<file path="config.mk">
export PLATFORM = sky130hd
export DESIGN_NAME = limit_motion_handshake_control
export DESIGN_NICKNAME = d
export VERILOG_FILES = /design/src/common/limit_motion_pkg.sv /design/src/design/sync_refresh_timer.sv /design/src/design/limit_motion_handshake_control.sv
export SDC_FILE = /design/constraint.sdc
export NUM_CORES = 1
export LEC_CHECK = 0
export ABC_AREA = 1
export BUFFER_PORTS_ARGS = -buffer_cell sky130_fd_sc_hd__clkbuf_2
export CAP_MARGIN = 40
export CORE_UTILIZATION = 55
export CTS_BUF_LIST = sky130_fd_sc_hd__clkbuf_8
export CTS_CLUSTER_SIZE = 14
export DETAILED_ROUTE_END_ITERATION = 16
export PLACE_DENSITY = 0.88
export SKIP_LAST_GASP = 1
export SLEW_MARGIN = 20
export SYNTH_ARGS = -nofsm -noshare
export SYNTH_HDL_FRONTEND = slang
export SYNTH_HIERARCHICAL = 1
export SYNTH_SLANG_ARGS = --single-unit
</file>
<file path="constraint.sdc">
create_clock -name core_clk -period 9.3 [get_ports core_clk]
set_input_delay 1.86 -clock core_clk [delete_from_list [all_inputs] [get_ports core_clk]]
set_output_delay 1.86 -clock core_clk [all_outputs]
set_load 0.05 [all_outputs]
</file>
<file path="src/common/limit_motion_pkg.sv">
// constants, modes and timing for the limit and motion handshake control
// ----------------------------------------------------------------------
// ----------------------------------------------------------------------
package limit_motion_pkg;

  // operating modes, one-hot
  typedef enum logic [7:0] {
    MODE_POSITION   = 8'h01,
    MODE_RPM        = 8'h02,
    MODE_SCALE_WHOLE = 8'h04,
    MODE_SCALE_FRAC = 8'h08,
    MODE_PRESET     = 8'h10,
    MODE_CHANNEL    = 8'h20,
    MODE_SPEED_HIGH = 8'h40,
    MODE_SPEED_LOW  = 8'h80
  } op_mode_t;

  // output update settings, also the stored code
  typedef enum logic [0:0] {
    CONTINUOUS_UPDATE_SETTING   = 1'h0,
    SYNCHRONIZED_UPDATE_SETTING = 1'h1
  } update_setting_t;

  // timing
  localparam int CLK_HZ         = 25_000_000;
  localparam int SYNC_MIN_US    = 5;
  localparam int SYNC_MAX_US    = 150;
  // cycles per microsecond first, so the products stay inside 32 bits
  localparam int CYC_PER_US     = CLK_HZ / 1_000_000;
  localparam int SYNC_MIN_CYC   = SYNC_MIN_US * CYC_PER_US;
  localparam int SYNC_MAX_CYC   = SYNC_MAX_US * CYC_PER_US;
  localparam int TIMER_W        = 12;

  // widths
  localparam int SPEED_W        = 16;
  localparam int POS_W          = 16;
  localparam int BCD_W          = 24;

  // reset values
  localparam logic [SPEED_W-1:0] SPEED_CEIL_RST  = 16'h0BB8;
  localparam logic [SPEED_W-1:0] SPEED_FLOOR_RST = 16'h000A;
  localparam logic [POS_W-1:0]   EDGE_RST        = 16'h0000;
  localparam logic [BCD_W-1:0]   BCD_RST         = 24'h000000;

endpackage

</file>
<file path="src/design/sync_refresh_timer.sv">
// delay timer that fires one refresh pulse a fixed time after a start pulse
`timescale 1ns/1ns
`default_nettype none
module sync_refresh_timer
  import limit_motion_pkg::*;
#(
  parameter int DELAY_CYC = SYNC_MIN_CYC
) (
  input  wire logic core_clk,
  input  wire logic resetn,
  input  wire logic start,
  output logic      busy,
  output logic      fire
);

  logic [TIMER_W-1:0] count_r;
  logic [TIMER_W-1:0] count_nxt;
  logic               busy_nxt;
  logic               fire_nxt;

  // ----------------------------------------------------------------------
  // countdown
  // ----------------------------------------------------------------------
  // a start while busy is ignored so the pending refresh keeps its time
  always_comb begin
    count_nxt = count_r;
    busy_nxt  = busy;
    fire_nxt  = 1'b0;
    if (busy) begin
      if (count_r == TIMER_W'(1)) begin
        busy_nxt = 1'b0;
        fire_nxt = 1'b1;
      end else begin
        count_nxt = count_r - TIMER_W'(1);
      end
    end else if (start) begin
      busy_nxt  = 1'b1;
      count_nxt = TIMER_W'(DELAY_CYC);
    end
  end

  always_ff @(posedge core_clk) begin
    if (!resetn) begin
      count_r <= '0;
      busy    <= 1'b0;
      fire    <= 1'b0;
    end else begin
      count_r <= count_nxt;
      busy    <= busy_nxt;
      fire    <= fire_nxt;
    end
  end

endmodule
`default_nettype wire

</file>
<file path="src/design/limit_motion_handshake_control.sv">
// output control: channel limit edges, speed window and bcd update handshake
`timescale 1ns/1ns
`default_nettype none
module limit_motion_handshake_control
  import limit_motion_pkg::*;
#(
  parameter int CHANNELS  = 2,
  parameter int DELAY_CYC = SYNC_MIN_CYC
) (
  input  wire logic                  core_clk,
  input  wire logic                  resetn,
  input  wire logic                  modeKey,
  input  wire logic                  recallKey,
  input  wire logic                  stepUpKey,
  input  wire logic                  stepDownKey,
  input  wire logic                  programEnable,
  input  wire logic                  shaftMoving,
  input  wire logic [SPEED_W-1:0]    shaftSpeed,
  input  wire logic [POS_W-1:0]      positionCount,
  input  wire logic [BCD_W-1:0]      positionBcd,
  input  wire logic                  hostFreezeInput,
  input  wire logic                  storedSetting,
  output op_mode_t                   displayMode,
  output logic                       showSetting,
  output logic                       edgeSelIsOff,
  output logic [POS_W-1:0]           selectedEdge,
  output logic [SPEED_W-1:0]         speedCeilLimit,
  output logic [SPEED_W-1:0]         speedFloorLimit,
  output logic                       motionOut,
  output logic [CHANNELS-1:0]        channelOut,
  output update_setting_t            updateSetting,
  output logic                       nvWriteStrobe,
  output logic                       nvWriteData,
  output logic [BCD_W-1:0]           bcdOut
);

  localparam int EDGES = 2 * CHANNELS;
  localparam int SEL_W = (EDGES > 1) ? $clog2(EDGES) : 1;

  // rising edge of a key level
  function automatic logic pressed(input logic cur, input logic prev);
    return cur & ~prev;
  endfunction

  // ----------------------------------------------------------------------
  // key edge capture
  // ----------------------------------------------------------------------
  logic [3:0] keyPrev_r;
  logic [3:0] keyPrev_nxt;
  logic       modePress;
  logic       recallPress;
  logic       upPress;
  logic       downPress;
  logic       syncPrev_r;
  logic       syncPrev_nxt;
  logic       syncEdge;
  logic       settingLoaded_r;
  logic       settingLoaded_nxt;

  // key presses and both sync edges as one-cycle events
  always_comb begin
    keyPrev_nxt  = {modeKey, recallKey, stepUpKey, stepDownKey};
    syncPrev_nxt = hostFreezeInput;
    modePress    = pressed(modeKey, keyPrev_r[3]);
    recallPress  = pressed(recallKey, keyPrev_r[2]);
    upPress      = pressed(stepUpKey, keyPrev_r[1]);
    downPress    = pressed(stepDownKey, keyPrev_r[0]);
    syncEdge     = hostFreezeInput ^ syncPrev_r;
    settingLoaded_nxt = 1'b1;
  end

  always_ff @(posedge core_clk) begin
    if (!resetn) begin
      keyPrev_r       <= 4'hF;
      syncPrev_r      <= 1'b0;
      settingLoaded_r <= 1'b0;
    end else begin
      keyPrev_r       <= keyPrev_nxt;
      syncPrev_r      <= syncPrev_nxt;
      settingLoaded_r <= settingLoaded_nxt;
    end
  end

  // ----------------------------------------------------------------------
  // mode sequencing and programmed values
  // ----------------------------------------------------------------------
  op_mode_t                 mode_nxt;
  logic                     showSetting_nxt;
  logic [SEL_W-1:0]         edgeSel_r;
  logic [SEL_W-1:0]         edgeSel_nxt;
  logic [POS_W-1:0]         edge_r   [EDGES];
  logic [POS_W-1:0]         edge_nxt [EDGES];
  logic [SPEED_W-1:0]       ceil_nxt;
  logic [SPEED_W-1:0]       floor_nxt;
  update_setting_t          setting_nxt;
  logic                     nvStrobe_nxt;
  logic                     step;

  // modes advance on the mode key; steps change values only when enabled
  always_comb begin
    mode_nxt        = displayMode;
    showSetting_nxt = showSetting;
    edgeSel_nxt     = edgeSel_r;
    ceil_nxt        = speedCeilLimit;
    floor_nxt       = speedFloorLimit;
    setting_nxt     = updateSetting;
    nvStrobe_nxt    = 1'b0;
    step            = (upPress | downPress) & programEnable;
    for (int i = 0; i < EDGES; i++) begin
      edge_nxt[i] = edge_r[i];
    end
    if (!settingLoaded_r) begin
      setting_nxt = update_setting_t'(storedSetting);
    end
    if (modePress) begin
      showSetting_nxt = 1'b0;
      case (displayMode)
        MODE_POSITION:    mode_nxt = MODE_RPM;
        MODE_RPM:         mode_nxt = MODE_SCALE_WHOLE;
        MODE_SCALE_WHOLE: mode_nxt = MODE_SCALE_FRAC;
        MODE_SCALE_FRAC:  mode_nxt = MODE_PRESET;
        MODE_PRESET:      mode_nxt = MODE_CHANNEL;
        MODE_CHANNEL:     mode_nxt = MODE_SPEED_HIGH;
        MODE_SPEED_HIGH:  mode_nxt = MODE_SPEED_LOW;
        MODE_SPEED_LOW:   mode_nxt = MODE_POSITION;
        default:          mode_nxt = MODE_POSITION;
      endcase
    end else begin
      case (displayMode)
        MODE_POSITION: begin
          if (recallPress) begin
            showSetting_nxt = 1'b1;
          end else if (showSetting && step) begin
            setting_nxt  = upPress ? SYNCHRONIZED_UPDATE_SETTING
                                   : CONTINUOUS_UPDATE_SETTING;
            nvStrobe_nxt = (setting_nxt != updateSetting);
          end
        end
        MODE_CHANNEL: begin
          if (recallPress) begin
            edgeSel_nxt = (edgeSel_r == SEL_W'(EDGES - 1)) ? '0
                                                           : edgeSel_r + SEL_W'(1);
          end else if (step && !shaftMoving) begin
            if (upPress) begin
              edge_nxt[edgeSel_r] = edge_r[edgeSel_r] + POS_W'(1);
            end else begin
              edge_nxt[edgeSel_r] = edge_r[edgeSel_r] - POS_W'(1);
            end
          end
        end
        MODE_SPEED_HIGH: begin
          if (step && upPress && speedCeilLimit != '1) begin
            ceil_nxt = speedCeilLimit + SPEED_W'(1);
          end else if (step && downPress && speedCeilLimit != '0) begin
            ceil_nxt = speedCeilLimit - SPEED_W'(1);
            if (speedFloorLimit > ceil_nxt) begin
              floor_nxt = ceil_nxt;
            end
          end
        end
        MODE_SPEED_LOW: begin
          if (step && upPress && speedFloorLimit < speedCeilLimit) begin
            floor_nxt = speedFloorLimit + SPEED_W'(1);
          end else if (step && downPress && speedFloorLimit != '0) begin
            floor_nxt = speedFloorLimit - SPEED_W'(1);
          end
        end
        default: begin
        end
      endcase
    end
  end

  always_ff @(posedge core_clk) begin
    if (!resetn) begin
      displayMode     <= MODE_POSITION;
      showSetting     <= 1'b0;
      edgeSel_r       <= '0;
      speedCeilLimit  <= SPEED_CEIL_RST;
      speedFloorLimit <= SPEED_FLOOR_RST;
      updateSetting   <= CONTINUOUS_UPDATE_SETTING;
      nvWriteStrobe   <= 1'b0;
      nvWriteData     <= 1'b0;
      for (int i = 0; i < EDGES; i++) begin
        edge_r[i] <= EDGE_RST;
      end
    end else begin
      displayMode     <= mode_nxt;
      showSetting     <= showSetting_nxt;
      edgeSel_r       <= edgeSel_nxt;
      speedCeilLimit  <= ceil_nxt;
      speedFloorLimit <= floor_nxt;
      updateSetting   <= setting_nxt;
      nvWriteStrobe   <= nvStrobe_nxt;
      nvWriteData     <= setting_nxt;
      for (int i = 0; i < EDGES; i++) begin
        edge_r[i] <= edge_nxt[i];
      end
    end
  end

  // ----------------------------------------------------------------------
  // channel outputs, speed window and edge view
  // ----------------------------------------------------------------------
  logic [CHANNELS-1:0] channel_nxt;
  logic                motion_nxt;
  logic                edgeOff_nxt;
  logic [POS_W-1:0]    selEdge_nxt;

  // each channel is on from its on edge up to but not at its off edge
  generate
    for (genvar c = 0; c < CHANNELS; c++) begin : g_chan
      assign channel_nxt[c] = (positionCount >= edge_nxt[2*c]) &&
                              (positionCount <  edge_nxt[2*c+1]);
    end
  endgenerate

  // open window: equality with either limit keeps the output off
  always_comb begin
    motion_nxt  = (shaftSpeed > speedFloorLimit) &&
                  (shaftSpeed < speedCeilLimit);
    edgeOff_nxt = edgeSel_nxt[0];
    selEdge_nxt = edge_nxt[edgeSel_nxt];
  end

  always_ff @(posedge core_clk) begin
    if (!resetn) begin
      channelOut   <= '0;
      motionOut    <= 1'b0;
      edgeSelIsOff <= 1'b0;
      selectedEdge <= EDGE_RST;
    end else begin
      channelOut   <= channel_nxt;
      motionOut    <= motion_nxt;
      edgeSelIsOff <= edgeOff_nxt;
      selectedEdge <= selEdge_nxt;
    end
  end

  // ----------------------------------------------------------------------
  // bcd output refresh
  // ----------------------------------------------------------------------
  logic             refreshFire;
  logic [BCD_W-1:0] bcd_nxt;

  sync_refresh_timer #(
    .DELAY_CYC (DELAY_CYC)
  ) u_timer (
    .core_clk (core_clk),
    .resetn   (resetn),
    .start    (syncEdge && updateSetting == SYNCHRONIZED_UPDATE_SETTING),
    .busy     (),
    .fire     (refreshFire)
  );

  // continuous follows the position; synchronized latches on the timer
  always_comb begin
    bcd_nxt = bcdOut;
    if (updateSetting == CONTINUOUS_UPDATE_SETTING) begin
      bcd_nxt = positionBcd;
    end else if (refreshFire) begin
      bcd_nxt = positionBcd;
    end
  end

  always_ff @(posedge core_clk) begin
    if (!resetn) begin
      bcdOut <= BCD_RST;
    end else begin
      bcdOut <= bcd_nxt;
    end
  end

endmodule
`default_nettype wire

</file>
# Word-level counts from Yosys, hierarchy flattened
# Memory sizes are Yosys's and may differ from the RTL's. A register that Yosys moved wholly into a read port is not among the register bits.
# Index checks and enable logic that the tools add are counted.
word_totals:
  ff_bits: 109
  ram_bits: 64
  in_bits: 66
  out_inout_bits: 88
  elab_cells: 150
  mem_count: 1
memory_table:
  columns: ["name", "depth", "word_bits", "rd", "rd_ports_with_merged_regs", "write_ports", "line_no", "text"]
  rows:
  - ["edge_r", 4, 16, 5, 1, 4, "limit_motion_handshake_control.sv:91", "logic [POS_W-1:0] edge_r [EDGES];"]
classes:
  addsub: 8
  magnitude_cmp: 11
  eq_ne: 18
  n_mux: 47
  bitwise: 21
  n_reduce_logical: 26
ops:
  columns: ["op", "count"]
  rows:
  - ["64-bit two-way mux", 5]
  - ["16-bit two-way mux", 14]
  - ["64-bit bitwise mux", 2]
  - ["16-bit less-than comparator", 4]
  - ["8-bit one-hot mux with 7 select lines", 1]
  - ["16-bit by 1-bit adder with 16-bit output, second input constant", 3]
  - ["24-bit two-way mux", 2]
  - ["16-bit by 1-bit subtractor with 16-bit output, second input constant", 3]
  - ["12-bit two-way mux", 3]
  - ["16-bit binary-select mux with 2-bit select", 1]
  - ["16-bit demux with 2-bit select", 1]
  - ["16-bit >= comparator", 2]
  - ["16-bit greater-than comparator", 2]
  - ["16-bit one-hot mux with 2 select lines", 1]
  - ["16-bit nonzero test", 2]
  - ["16-bit != test, second input constant", 1]
  - ["1-bit logical AND", 13]
  - ["12-bit by 1-bit equality test with 1-bit output, second input constant", 1]
  - ["1-bit two-way mux", 12]
  - ["12-bit by 1-bit subtractor with 12-bit output, second input constant", 1]
  - ["2-bit two-way mux", 5]
  - ["8-bit by 1-bit equality test with 1-bit output, second input constant", 1]
  - ["8-bit by 2-bit equality test with 1-bit output, second input constant", 1]
  - ["8-bit by 3-bit equality test with 1-bit output, second input constant", 1]
  - ["25 further kinds", 49]

# Longest topological paths before layout
# Gate-level depths: netlist of run 1.
depth:
  ltp_word: 14
  ltp_mapped: 26
  mapped_depth_nobuf: 26

# Cells and area by module
# Netlist of run 1, hierarchy kept.
by_module_without_submodules:
  columns: ["module", "n_inst", "cells_per_inst", "area_each_um2", "seq_area_each_um2"]
  rows:
  - ["limit_motion_handshake_control", 1, 1816, 12046.6, 3163.0]
  - ["sync_refresh_timer", 1, 136, 839.6, 280.3]

# Least setup slack after synthesis of run 1
# Ideal clock, no wire load.
synth_timing:
  path_kind: "input to register"
  startpoint: "in stepUpKey"
  endpoint: "reg speedFloorLimit[15]"
  setup_time_ns: 0.112
  t_arrival_ns: 4.233
  t_required_ns: 9.188
  path_slack_ns: 4.956
  path_stages: 18
  path_buffers: 0
  path_cell_list: "inv_1 nor2_1 nand2_1 inv_1 nand3_1 ha_1 a21oi_1 nand2_1 nand4_1 nand3_1 a21boi_0 o21ai_0 a21oi_1 nand2_1 nand2_1 nor2_1 nor2_1 nor2_1"
synth_between:
  elab_chain_cells: 7
  word_cells_on_any_way: 15
  classes_between: "eq/ne: 3; mux: 2; bitwise: 3; reduce/logical: 7"
synth_rtl:
  columns: ["element", "line_no", "text"]
  rows:
  - ["start: declaration", "limit_motion_handshake_control.sv:14", "input wire logic stepUpKey,"]
  - ["1-bit bitwise AND *", "limit_motion_handshake_control.sv:42", "return cur & ~prev;"]
  - ["1-bit OR", "limit_motion_handshake_control.sv:108", "step = (upPress | downPress) & programEnable;"]
  - ["1-bit bitwise AND", "limit_motion_handshake_control.sv:108", null]
  - ["1-bit logical AND (on tied branches) (2 in a row)", null, null]
  - ["3-bit != test (no source line), or another cell as far along", null, null]
  - ["6-bit AND reduction (no source line) or 16-bit one-hot mux with 2 select lines (tied branches)", null, null]
  - ["end signal: assignment", "limit_motion_handshake_control.sv:192", "speedFloorLimit <= floor_nxt;"]
  - ["end: declaration", "limit_motion_handshake_control.sv:28", "output logic [SPEED_W-1:0] speedFloorLimit,"]
# Mark *: on every way between the ends. The rest lies on a longest branch, timed or not.
# A chain may end at the register's enable or synchronous reset.

# Worst setup path in the final report of run 1
layout_timing:
  startpoint: "in stepUpKey"
  endpoint: "reg channelOut[1]"
layout_between:
  elab_chain_cells: 10
  word_cells_on_any_way: 12
  classes_between: "order compare: 2; mux: 5; bitwise: 3; reduce/logical: 2"
layout_rtl:
  columns: ["element", "line_no", "text"]
  rows:
  - ["1-bit bitwise AND *", "limit_motion_handshake_control.sv:42", null]
  - ["1-bit OR", "limit_motion_handshake_control.sv:108", null]
  - ["1-bit bitwise AND", "limit_motion_handshake_control.sv:108", null]
  - ["1-bit logical AND", "limit_motion_handshake_control.sv:143", "end else if (step && !shaftMoving) begin"]
  - ["64-bit two-way mux *", "limit_motion_handshake_control.sv:143", null]
  - ["64-bit two-way mux *", "limit_motion_handshake_control.sv:140", "if (recallPress) begin"]
  - ["64-bit two-way mux *", "limit_motion_handshake_control.sv:129", "case (displayMode)"]
  - ["64-bit two-way mux *", "limit_motion_handshake_control.sv:115", "if (modePress) begin"]
  - ["16-bit >= comparator or 16-bit less-than comparator (tied branches)", "limit_motion_handshake_control.sv:213, limit_motion_handshake_control.sv:214", null]
  - ["1-bit logical AND *", "limit_motion_handshake_control.sv:213", "assign channel_nxt[c] = (positionCount >= edge_nxt[2*c]) &&"]
  - ["end signal: assignment", "limit_motion_handshake_control.sv:233", "channelOut <= channel_nxt;"]
  - ["end: declaration", "limit_motion_handshake_control.sv:30", "output logic [CHANNELS-1:0] channelOut,"]
# Marked as above.

==> flow_summary.ini, run 1 <==
[pwr]
peakVddDrop_uv = 126
leakagePower_nw = 6.92
power_density_mw_per_mm2 = 110

[global_route]
grt_first_pass_wirelength_um = 64700
grtUsageTotal_pct = 33.4
antenna_found_initial = 0
grt_max_degree = 58
grt.overflow.total = 0
grt_pass1_vias = 13110

[cells_and_area]
syn_to_final_growth_pct = 10.5
antenna_cells = 0
layout_commonest_cell = nand2_1
final_cells = 2400
mostFrequentLayoutCells = nand2_1, nor2_1, dfxtp_1
seq_area_mm2 = 0.00344
multi_input_area_mm2 = 0.00846
post-route-util_pct = 62.5
final_nets = 2291
drive_gt1_share_pct = 13.9
final.fill_count = 2071

[sta]
clock_skew_ps = 27.2
rsz0062_at_grt = false
tns_ps = 0
max_freq_mhz = 198
worst_slack_ps = 4240
finalHoldViolCount = 0
finalSetupViolCount = 0
worst_slew_pin_slew_ps = 806
period_minus_slack_ps = 5060
slew_viol_final = 0
final.period_utilization_pct = 54.4
slew_headroom_pct = 46.1

[logic_synthesis]
ys_seq_area_share_pct = 26.7
synthesis.area_mm2 = 0.0129
synth_cells = 1952
avgSynthCellArea_um2 = 6.60
yosys_warnings = 6
synth.distinct_cells = 53
ys_ff_latch = 172
synth_nets = 2169

[setup_path]
cp_max_fo = 20
criticalPathCategory = primary input to flop
required_ps = 9710
crit_path_end_kind = flop
worst_ep_arrival_time_ps = 5470
start_kind = primary input

[clock_network]
hold_buffers = 0
clock_sinks = 172
htreeDepth = 4
path_clk_slew_ps = 100
clock_latency_ps = 490
cts_tree = done
cts_resized = 0
cts_inserted_buffers = 17
post-cts-setup-buffers = 0
cts_buffer_depth = 2
root_buffer = clkbuf_8

[floorplan]
initial_core_util_pct = 56.6
design.core.area_mm2 = 0.0228
dieHeight_um = 155
dieArea_mm2 = 0.0240
core.rowCount = 55
fp.dieW_um = 155
io_pins = 154

[place]
hpwl_um = 30100
gp_congestion = 1.05
place_ws_ps = 3930
portBuffers = 153
place_inst = 2368

[detailed_routing]
num_vias = 14029
avgRoutedWirePerCell_um = 16.6
drtPass1Iterations = 8
drc = 0
drtIter0Drc = 1535
routed_wl_um = 39900
vias_per_cell = 5.85
postRouteAntennaNets = 0

[job]
max_cap_viol_count = 0

[outcome]
status = complete, no violations

[hold_path]
hp-class = flop to flop
## worst max-delay path: stages
cell      delay (ps)
clkbuf_2          80
inv_1             40
nor2_1            90
buf_4            260
nand2_1          120
nand2_1          120
nand2_1          140
nor2_1           180
nand3_2          240
inv_1            570
o21ai_0          300
ha_1             380
nand2_1           70
o21ai_0          170
nand2_1           80
nand2_1           60
nand2_1           50
nand2_1           50
nand2_1           40
nand2_1           70
a21oi_1           90
o21ai_0          180
nand3_1           90
a21oi_1          120
## worst paths after layout
check	cells past startpoint	startpoint	end	slack, ps
setup / recovery	24	stepUpKey	channelOut[1]	4240
hold / removal	2	bcdOut[9]	bcdOut[9]	490
setup reg to reg	20	speedCeilLimit[3]	speedFloorLimit[15]	4750
hold reg to reg	2	bcdOut[9]	bcdOut[9]	490
## Yosys cell counts (all sizes together)
| master | instances | area (um2) |
|---|---|---|
| a221oi | 1 | 8.76 |
| nand4 | 36 | 225 |
| nor3b | 1 | 7.51 |
| o21a | 4 | 30.0 |
| o21ai | 135 | 679 |
| a21boi | 8 | 60.1 |
| inv | 180 | 676 |
| clkbuf | 24 | 90.1 |
| o211ai | 9 | 67.6 |
| nand3b | 4 | 30.0 |
| a211oi | 11 | 82.6 |
| nor3 | 19 | 105 |
| o21bai | 1 | 7.51 |
| a2111oi | 2 | 17.5 |
| a21o | 3 | 22.5 |
| o31ai | 3 | 22.5 |
| nand3 | 172 | 876 |
| buf | 37 | 216 |
| mux2i | 3 | 30.0 |
| fa | 1 | 20.0 |
| a41oi | 1 | 8.76 |
| or2 | 25 | 156 |
| a31oi | 4 | 25.0 |
| nor4 | 13 | 103 |
| a21oi | 138 | 694 |
| o32ai | 1 | 8.76 |
| a22o | 1 | 8.76 |
| nor2 | 264 | 1050 |
| xnor2 | 4 | 35.0 |
| xor2 | 32 | 280 |
| o2111ai | 1 | 8.76 |
| clkinv | 1 | 3.75 |
| ha | 150 | 1880 |
| nand2 | 484 | 1860 |
| o22ai | 6 | 37.5 |
| dfxtp | 172 | 3440 |
| o221ai | 1 | 8.76 |
## power breakdown
| group | leakage [nW] | internal (mW) | switching, mW |
|---|---|---|---|
| Sequential | 1.40 | 0.751 | 0.0109 |
| Combinational | 5.31 | 0.0713 | 0.154 |
| Clock | 0.212 | 0.232 | 0.344 |
| Total | 6.92 | 1.06 | 0.509 |
## layer usage
layer  GRT usage [%]  routed length (um)
met5               0                   0
met1            43.0               16600
met4            18.7                1890
met2            53.2               17900
met3            5.18                3550
## per-stage QoR
step	instance area (um2)	power, mW	hold WS (ps)
floorplan	12900	0.934	474
global placement	13800	0.991	462
detailed placement	13800	1.00	473
CTS	14200	1.56	495
global route	14200	1.62	513
finish	14200	1.56	495
## sequential cells by signal, summed over array words and instances (netlist names), 2 cells and up
name	cells
selectedEdge	16
u_timer/count_r	12
channelOut	2
keyPrev_r	4
edge_r	64
bcdOut	24
speedFloorLimit	16
edgeSel_r	2
speedCeilLimit	16
displayMode	8
## cell families after synthesis
kind of cell	count (synthesis)	synth area share (%)
flip-flops	172	26.7
adder cells (fa/ha/maj)	151	14.7
multiplexers	3	0.233
buffers and inverters	242	7.65
AO/OA/AOI/OAI	330	14.0
AND/OR/NAND/NOR	1018	34.3
XOR/XNOR	36	2.45
## area by class of cell
cell class	count	area share, %
multi-input combinational	1538	59.4
inverter	181	4.77
clock buffer	17	1.64
tap	313	2.75
clock inverter	15	1.34
sequential	172	24.2
timing repair buffer	164	5.96
(Power assumes the default switching activity.)
==> run 2: changes to the inputs <==
ABC_AREA = 0   (was 1)
PLACE_DENSITY = 0.92   (was 0.88)
clock period = 4.54 ns   (was 9.3 ns; I/O delays follow)
==> run 2 against run 1 <==
  * Global-route usage decreased by 0.87 points
  * Core utilization rose by 1.9 points
  * Synthesized cell count shrank 28%
  * Clock-buffer cell count did not move
  * Cell count decreased by 23%
  * Sequential share of layout area grew 1.2 points
  * Routed wire length shrank 9.4%
  * Worst hold slack lost 38 ps
  * Setup slack worse by 4000 ps
  * Largest cell class unchanged
==> flow_summary.ini, run 2 <==
[outcome]
status = complete, no violations

[hold_path]
min_to = bcdOut[8]
hp-class = flop to flop
hold_start = bcdOut[8]
holdPathStages = 2

[clock_network]
cts_tree = done
clock_latency_ps = 480
cts_buffer_depth = 2
cts_inserted_buffers = 17
root_buffer = clkbuf_8
clock_sinks = 172
path_clk_slew_ps = 100
post-cts-setup-buffers = 0
htreeDepth = 4

[pwr]
seqPwrFrac_pct = 50.7
switchingPower_mw = 0.980
total_power_mw = 3.09
peakVddDrop_uv = 165
leakagePower_nw = 6.16
swShare_pct = 31.8
power_density_mw_per_mm2 = 227
p_int_mw = 2.11
clkPwrFrac_pct = 34.9
p_comb_share_pct = 14.4

[setup_path]
crit_path_end_kind = flop
start_kind = flop
cpPeakStageDelay_ps = 630
criticalPathCategory = flop to flop
required_ps = 4940
path_common_cell = nor2_1
path_delay_family = compound AO/OA/AOI/OAI gates
cp_max_fo = 12
worstPathBufferInverterCount = 1
crit_chain = buf_4 > mux4_2 > nor2_1 > nand4b_1 > o32ai_2 > xor2_1 > mux2i_1 > ha_1 > o21a_1 > nor2_1 > a2111oi_0 > o221ai_1 > a211oi_1
r2r_start = edgeSel_r[1]
crit_slowest_cell = dfxtp_1
reg2regPathDepth = 13
ff2ff_setup_slack_ps = 200
reg2reg_to = channelOut[1]
worst_ep_arrival_time_ps = 4740

[logic_synthesis]
avgSynthCellArea_um2 = 8.48
synth_cells = 1398
netlist_top_cells_count = dfxtp_1, nor2_1, ha_1
yosys.area.top_type = dfxtp_1
synth_nets = 1615
async_flop_share_pct = 0
synth_edf_count = 0
synth_top_area_share_pct = 29.0
synth.distinct_cells = 80
synthesis.area_mm2 = 0.0119
ys_top_cells_by_area = dfxtp_1, ha_1, nor2_1, mux2i_1, a21oi_1
synth_ff_type = dfxtp_1
ys_seq_area_share_pct = 29.0
yosys_warnings = 6
ys_ff_latch = 172

[global_route]
grt_max_degree = 62
grt_first_pass_wirelength_um = 57000
grt.overflow.total = 0
grt_pass1_vias = 11424
grtUsageTotal_pct = 32.5
antenna_found_initial = 1

[sta]
finalSetupViolCount = 0
rsz0062_at_grt = false
slew_headroom_pct = 47.2
final.period_utilization_pct = 95.7
slew_viol_final = 0
clock_skew_ps = 21.4
max_freq_mhz = 230
worst_slew_pin_slew_ps = 784
period_minus_slack_ps = 4340
tns_ps = 0
fin_hold_ws_ps = 457
finalHoldViolCount = 0

[cells_and_area]
final.fill_count = 1640
final_cells = 1855
layout_commonest_cell = nor2_1
regMostFlops = edge_r
final_nets = 1783
largest_reg_flops = 64
postLayoutCellArea_mm2 = 0.0136
largestRegisters = edge_r (64), bcdOut (24)
drive_gt1_share_pct = 18.7
syn_to_final_growth_pct = 14.6
mostFrequentLayoutCells = nor2_1, dfxtp_1, clkbuf_2

[floorplan]
initial_core_util_pct = 56.2
fp.dieW_um = 149
io_pins = 154
dieHeight_um = 149
dieArea_mm2 = 0.0221
core.rowCount = 53
design.core.area_mm2 = 0.0211

[place]
place_area_mm2 = 0.0132
place_inst = 1822
hpwl_um = 27200
gp_congestion = 1.00
portBuffers = 153

[detailed_routing]
routed_wl_um = 36200
avgRoutedWirePerCell_um = 19.5
drtPass1Iterations = 9
vias_per_cell = 6.42
num_vias = 11910
drc = 0
drtIter0Drc = 1189
postRouteAntennaNets = 0

[job]
max_cap_viol_count = 0
-- run 2: cell count changes in the layout (fill, tap and decap cells not counted), sizes merged, moves of 22 or more --
cell,before,now
nand2,484,124
a21oi,138,101
nand3,172,31
inv,188,58
buf,11,60
mux2i,3,63
or2,25,3
a21o,3,34
xnor2,4,34
o21ai,135,54
nor2,264,172
-- run 2: cell type report --
class	count	area, um2	share of cell area [%]
diodes	1	2.50	0.0184
clock buffers	17	234	1.72
clock inverters	15	150	1.11
inverters	53	200	1.47
multi-input cells	1109	7970	58.7
flip-flops and latches	172	3440	25.4
well taps	275	344	2.53
repair buffers	213	1240	9.10
-- run 2: worst register-to-register path, stage by stage, from the launching register on --
cell       delay (ps)
dfxtp_1           630
buf_4             350
mux4_2            630
nor2_1            210
nand4b_1          190
o32ai_2           190
xor2_1            360
mux2i_1           240
ha_1              350
o21a_1            140
nor2_1             40
a2111oi_0         510
o221ai_1          240
a211oi_1          210
-- run 2: how the worst max path moves through the flow --
stage	start	to	slack (ps)	depth (start not counted)
floorplan	speedCeilLimit[11]	speedFloorLimit[14]	120	18
global placement	stepUpKey	speedFloorLimit[14]	100	16
detailed placement	stepUpKey	speedFloorLimit[14]	-10	16
CTS	speedCeilLimit[4]	speedFloorLimit[14]	210	17
global route	speedCeilLimit[8]	speedFloorLimit[15]	10	18
finish	edgeSel_r[1]	channelOut[1]	200	13
-- run 2: kinds of logic (layout without fill, tap and decap cells) --
| family | after synthesis | count (layout) | synth area share (%) |
|---|---|---|---|
| AOI/OAI and AO/OA | 330 | 330 | 18.2 |
| adders and majority gates | 151 | 151 | 16.0 |
| and+or+nand+nor | 499 | 499 | 20.3 |
| DFF | 172 | 172 | 29.0 |
| buffers and inverters | 117 | 298 | 4.06 |
| xor gates and xnor gates | 48 | 48 | 3.77 |
| muxes | 81 | 81 | 8.58 |
| other | 0 | 1 | 0 |
-- run 2: metrics by stage --
step / utilization (%) / setup WS (ps)
floorplan: - / 119
global placement: 62.3 / 97.4
detailed placement: 62.4 / -11.5
CTS: 64.2 / 212
global route: 64.4 / 13.0
finish: 64.4 / 196
-- run 2: layer usage --
layer	part of all wire, %	GRT usage [%]	vias up	wire length, um
li1	-	-	5429	-
met1	39	40.6	5522	14100
met2	45	52.3	790	16300
met3	11	6.54	167	3830
met4	5.1	18.3	2	1830
met5	0.050	0	-	18
-- run 2: power by group through the flow --
| stage | Clock, mW | Combinational, mW | Sequential [mW] |
|---|---|---|---|
| after floorplan | 0 | 0.242 | 1.65 |
| after detailed placement | 0 | 0.430 | 1.60 |
| after global routing | 1.15 | 0.481 | 1.57 |
| final | 1.08 | 0.444 | 1.56 |
| after CTS | 1.08 | 0.433 | 1.56 |
| after global placement | 0 | 0.413 | 1.60 |
-- run 2: what timing repair did --
item	in CTS	in global routing
setup endpoints to repair	0	5
hold buffers	0	0
resized for setup	0	8
==> run 3: changes to the inputs <==
BUFFER_PORTS_ARGS = not set   (was -buffer_cell sky130_fd_sc_hd__clkbuf_2)
DONT_BUFFER_PORTS = 1   (was not set)
PLACE_DENSITY = 0.85   (was 0.92)
==> run 3 against run 2 <==
  * Final area fell by 4.8%
  * Routed wire length fell by 2.9%
  * Non-clock buffer count fell by 144
  * Clock skew fell by 2.9 ps
  * Worst hold slack improved by 39 ps
  * Register-to-register slack barely moved
  * Combinational power fell by 28%
  * Clock power rose by 11%
  * Power rose by 1.7%
  * Cell count fell by 7.7%
  * Highest routed layer is now met4
==> flow_summary.ini, run 3 (synthesized netlist as in run 2, its figures left out) <==
[outcome]
status = complete, no violations

[floorplan]
io_pins = 154
dieArea_mm2 = 0.0221
fp.dieW_um = 149
initial_core_util_pct = 56.2
core.rowCount = 53
dieHeight_um = 149
design.core.area_mm2 = 0.0211

[detailed_routing]
avgRoutedWirePerCell_um = 20.5
drc = 0
vias_per_cell = 6.51
postRouteAntennaNets = 0
drtPass1Iterations = 6
num_vias = 11139
drtIter0Drc = 1138
routed_wl_um = 35100

[clock_network]
post-cts-setup-buffers = 0
htreeDepth = 4
cts_buffer_depth = 2
cts_tree = done
root_buffer = clkbuf_8
path_clk_slew_ps = 100
cts_inserted_buffers = 17
clock_sinks = 172
clock_latency_ps = 470

[sta]
final.period_utilization_pct = 95.6
rsz0062_at_grt = false
fin_hold_ws_ps = 496
period_minus_slack_ps = 4340
slew_viol_final = 0
slew_headroom_pct = 48.9
worst_slack_ps = 201
tns_ps = 0
finalSetupViolCount = 0
finalHoldViolCount = 0
worst_slew_pin_slew_ps = 747
max_freq_mhz = 230
clock_skew_ps = 18.5

[hold_path]
hp-class = primary input to flop

[setup_path]
cp_max_fo = 13
crit_slowest_cell = mux4_2
ff2ff_setup_slack_ps = 200
path_delay_family = compound AO/OA/AOI/OAI gates
worst_ep_arrival_time_ps = 4730
crit_chain = buf_4 > mux4_2 > nor3_1 > nand4b_1 > o32ai_2 > xor2_1 > mux2i_1 > ha_1 > o21a_1 > nor2_1 > a2111oi_0 > o221ai_1 > a211oi_1
crit_path_end_kind = flop
worstPathBufferInverterCount = 1
cpPeakStageDelay_ps = 650
criticalPathCategory = flop to flop
start_kind = flop
required_ps = 4930

[place]
place_ws_ps = 175
hpwl_um = 26500
gp_congestion = 0.974
place_inst = 1678
place_area_mm2 = 0.0125
portBuffers = 0

[cells_and_area]
mostFrequentLayoutCells = nor2_1, dfxtp_1, ha_1
final_cells = 1712
layout_commonest_cell = nor2_1
post-route-util_pct = 61.3
final_nets = 1639
largest_reg_flops = 64
drive_gt1_share_pct = 10.2
largestRegisters = edge_r (64), bcdOut (24)
final.fill_count = 1765
postLayoutCellArea_mm2 = 0.0129
syn_to_final_growth_pct = 9.05
regMostFlops = edge_r

[global_route]
grt.overflow.total = 0
antenna_found_initial = 2
grtUsageTotal_pct = 31.3
grt_first_pass_wirelength_um = 54500
grt_max_degree = 50
grt_pass1_vias = 10322

[pwr]
peakVddDrop_uv = 218
leakagePower_nw = 5.58
power_density_mw_per_mm2 = 243
total_power_mw = 3.14

[job]
max_cap_viol_count = 0
run 3: cell types whose count changed in the layout (fill, tap and decap cells not counted), sizes merged, moves of 2 or more:
cell and delta:
buf +9, bufinv +3, clkbuf -152, clkinvlp -2
inv -3
run 3: path summary, 6_finish.rpt:
| check | from | cells after the start | to |
|---|---|---|---|
| setup reg to reg | edgeSel_r[0] | 13 | channelOut[1] |
| hold / removal | resetn | 0 | settingLoaded_r |
| hold reg to reg | u_timer/count_r[9] | 2 | u_timer/count_r[9] |
| setup / recovery | edgeSel_r[0] | 13 | channelOut[1] |
run 3: metal layers:
| layer | part of all wire (%) | up-vias | global-route usage [%] |
|---|---|---|---|
| met3 | 12 | 107 | 8.04 |
| met5 | 0 | - | 0 |
| met1 | 41 | 5208 | 41.0 |
| li1 | - | 5144 | - |
| met2 | 44 | 680 | 49.1 |
| met4 | 3.4 | 0 | 12.7 |
run 3: cell type report:
| type | count | area [um2] | share of cell area, % |
|---|---|---|---|
| clock buffer | 18 | 248 | 1.92 |
| antenna | 2 | 5.00 | 0.0387 |
| multi-input combinational | 1109 | 7940 | 61.5 |
| tap | 275 | 344 | 2.66 |
| timing repair buffer | 69 | 554 | 4.29 |
| clock inverter | 14 | 185 | 1.43 |
| inverter | 53 | 200 | 1.55 |
| sequential | 172 | 3450 | 26.7 |
run 3: report_power, final:
| group | switching [mW] | internal [mW] |
|---|---|---|
| Clock | 0.625 | 0.572 |
| Sequential | 0.0834 | 1.54 |
| Combinational | 0.188 | 0.132 |
run 3: repair_timing:
action,4_1_cts,5_1_grt
hold buffers,0,0
gates resized for setup,0,2
setup endpoints to repair,0,2
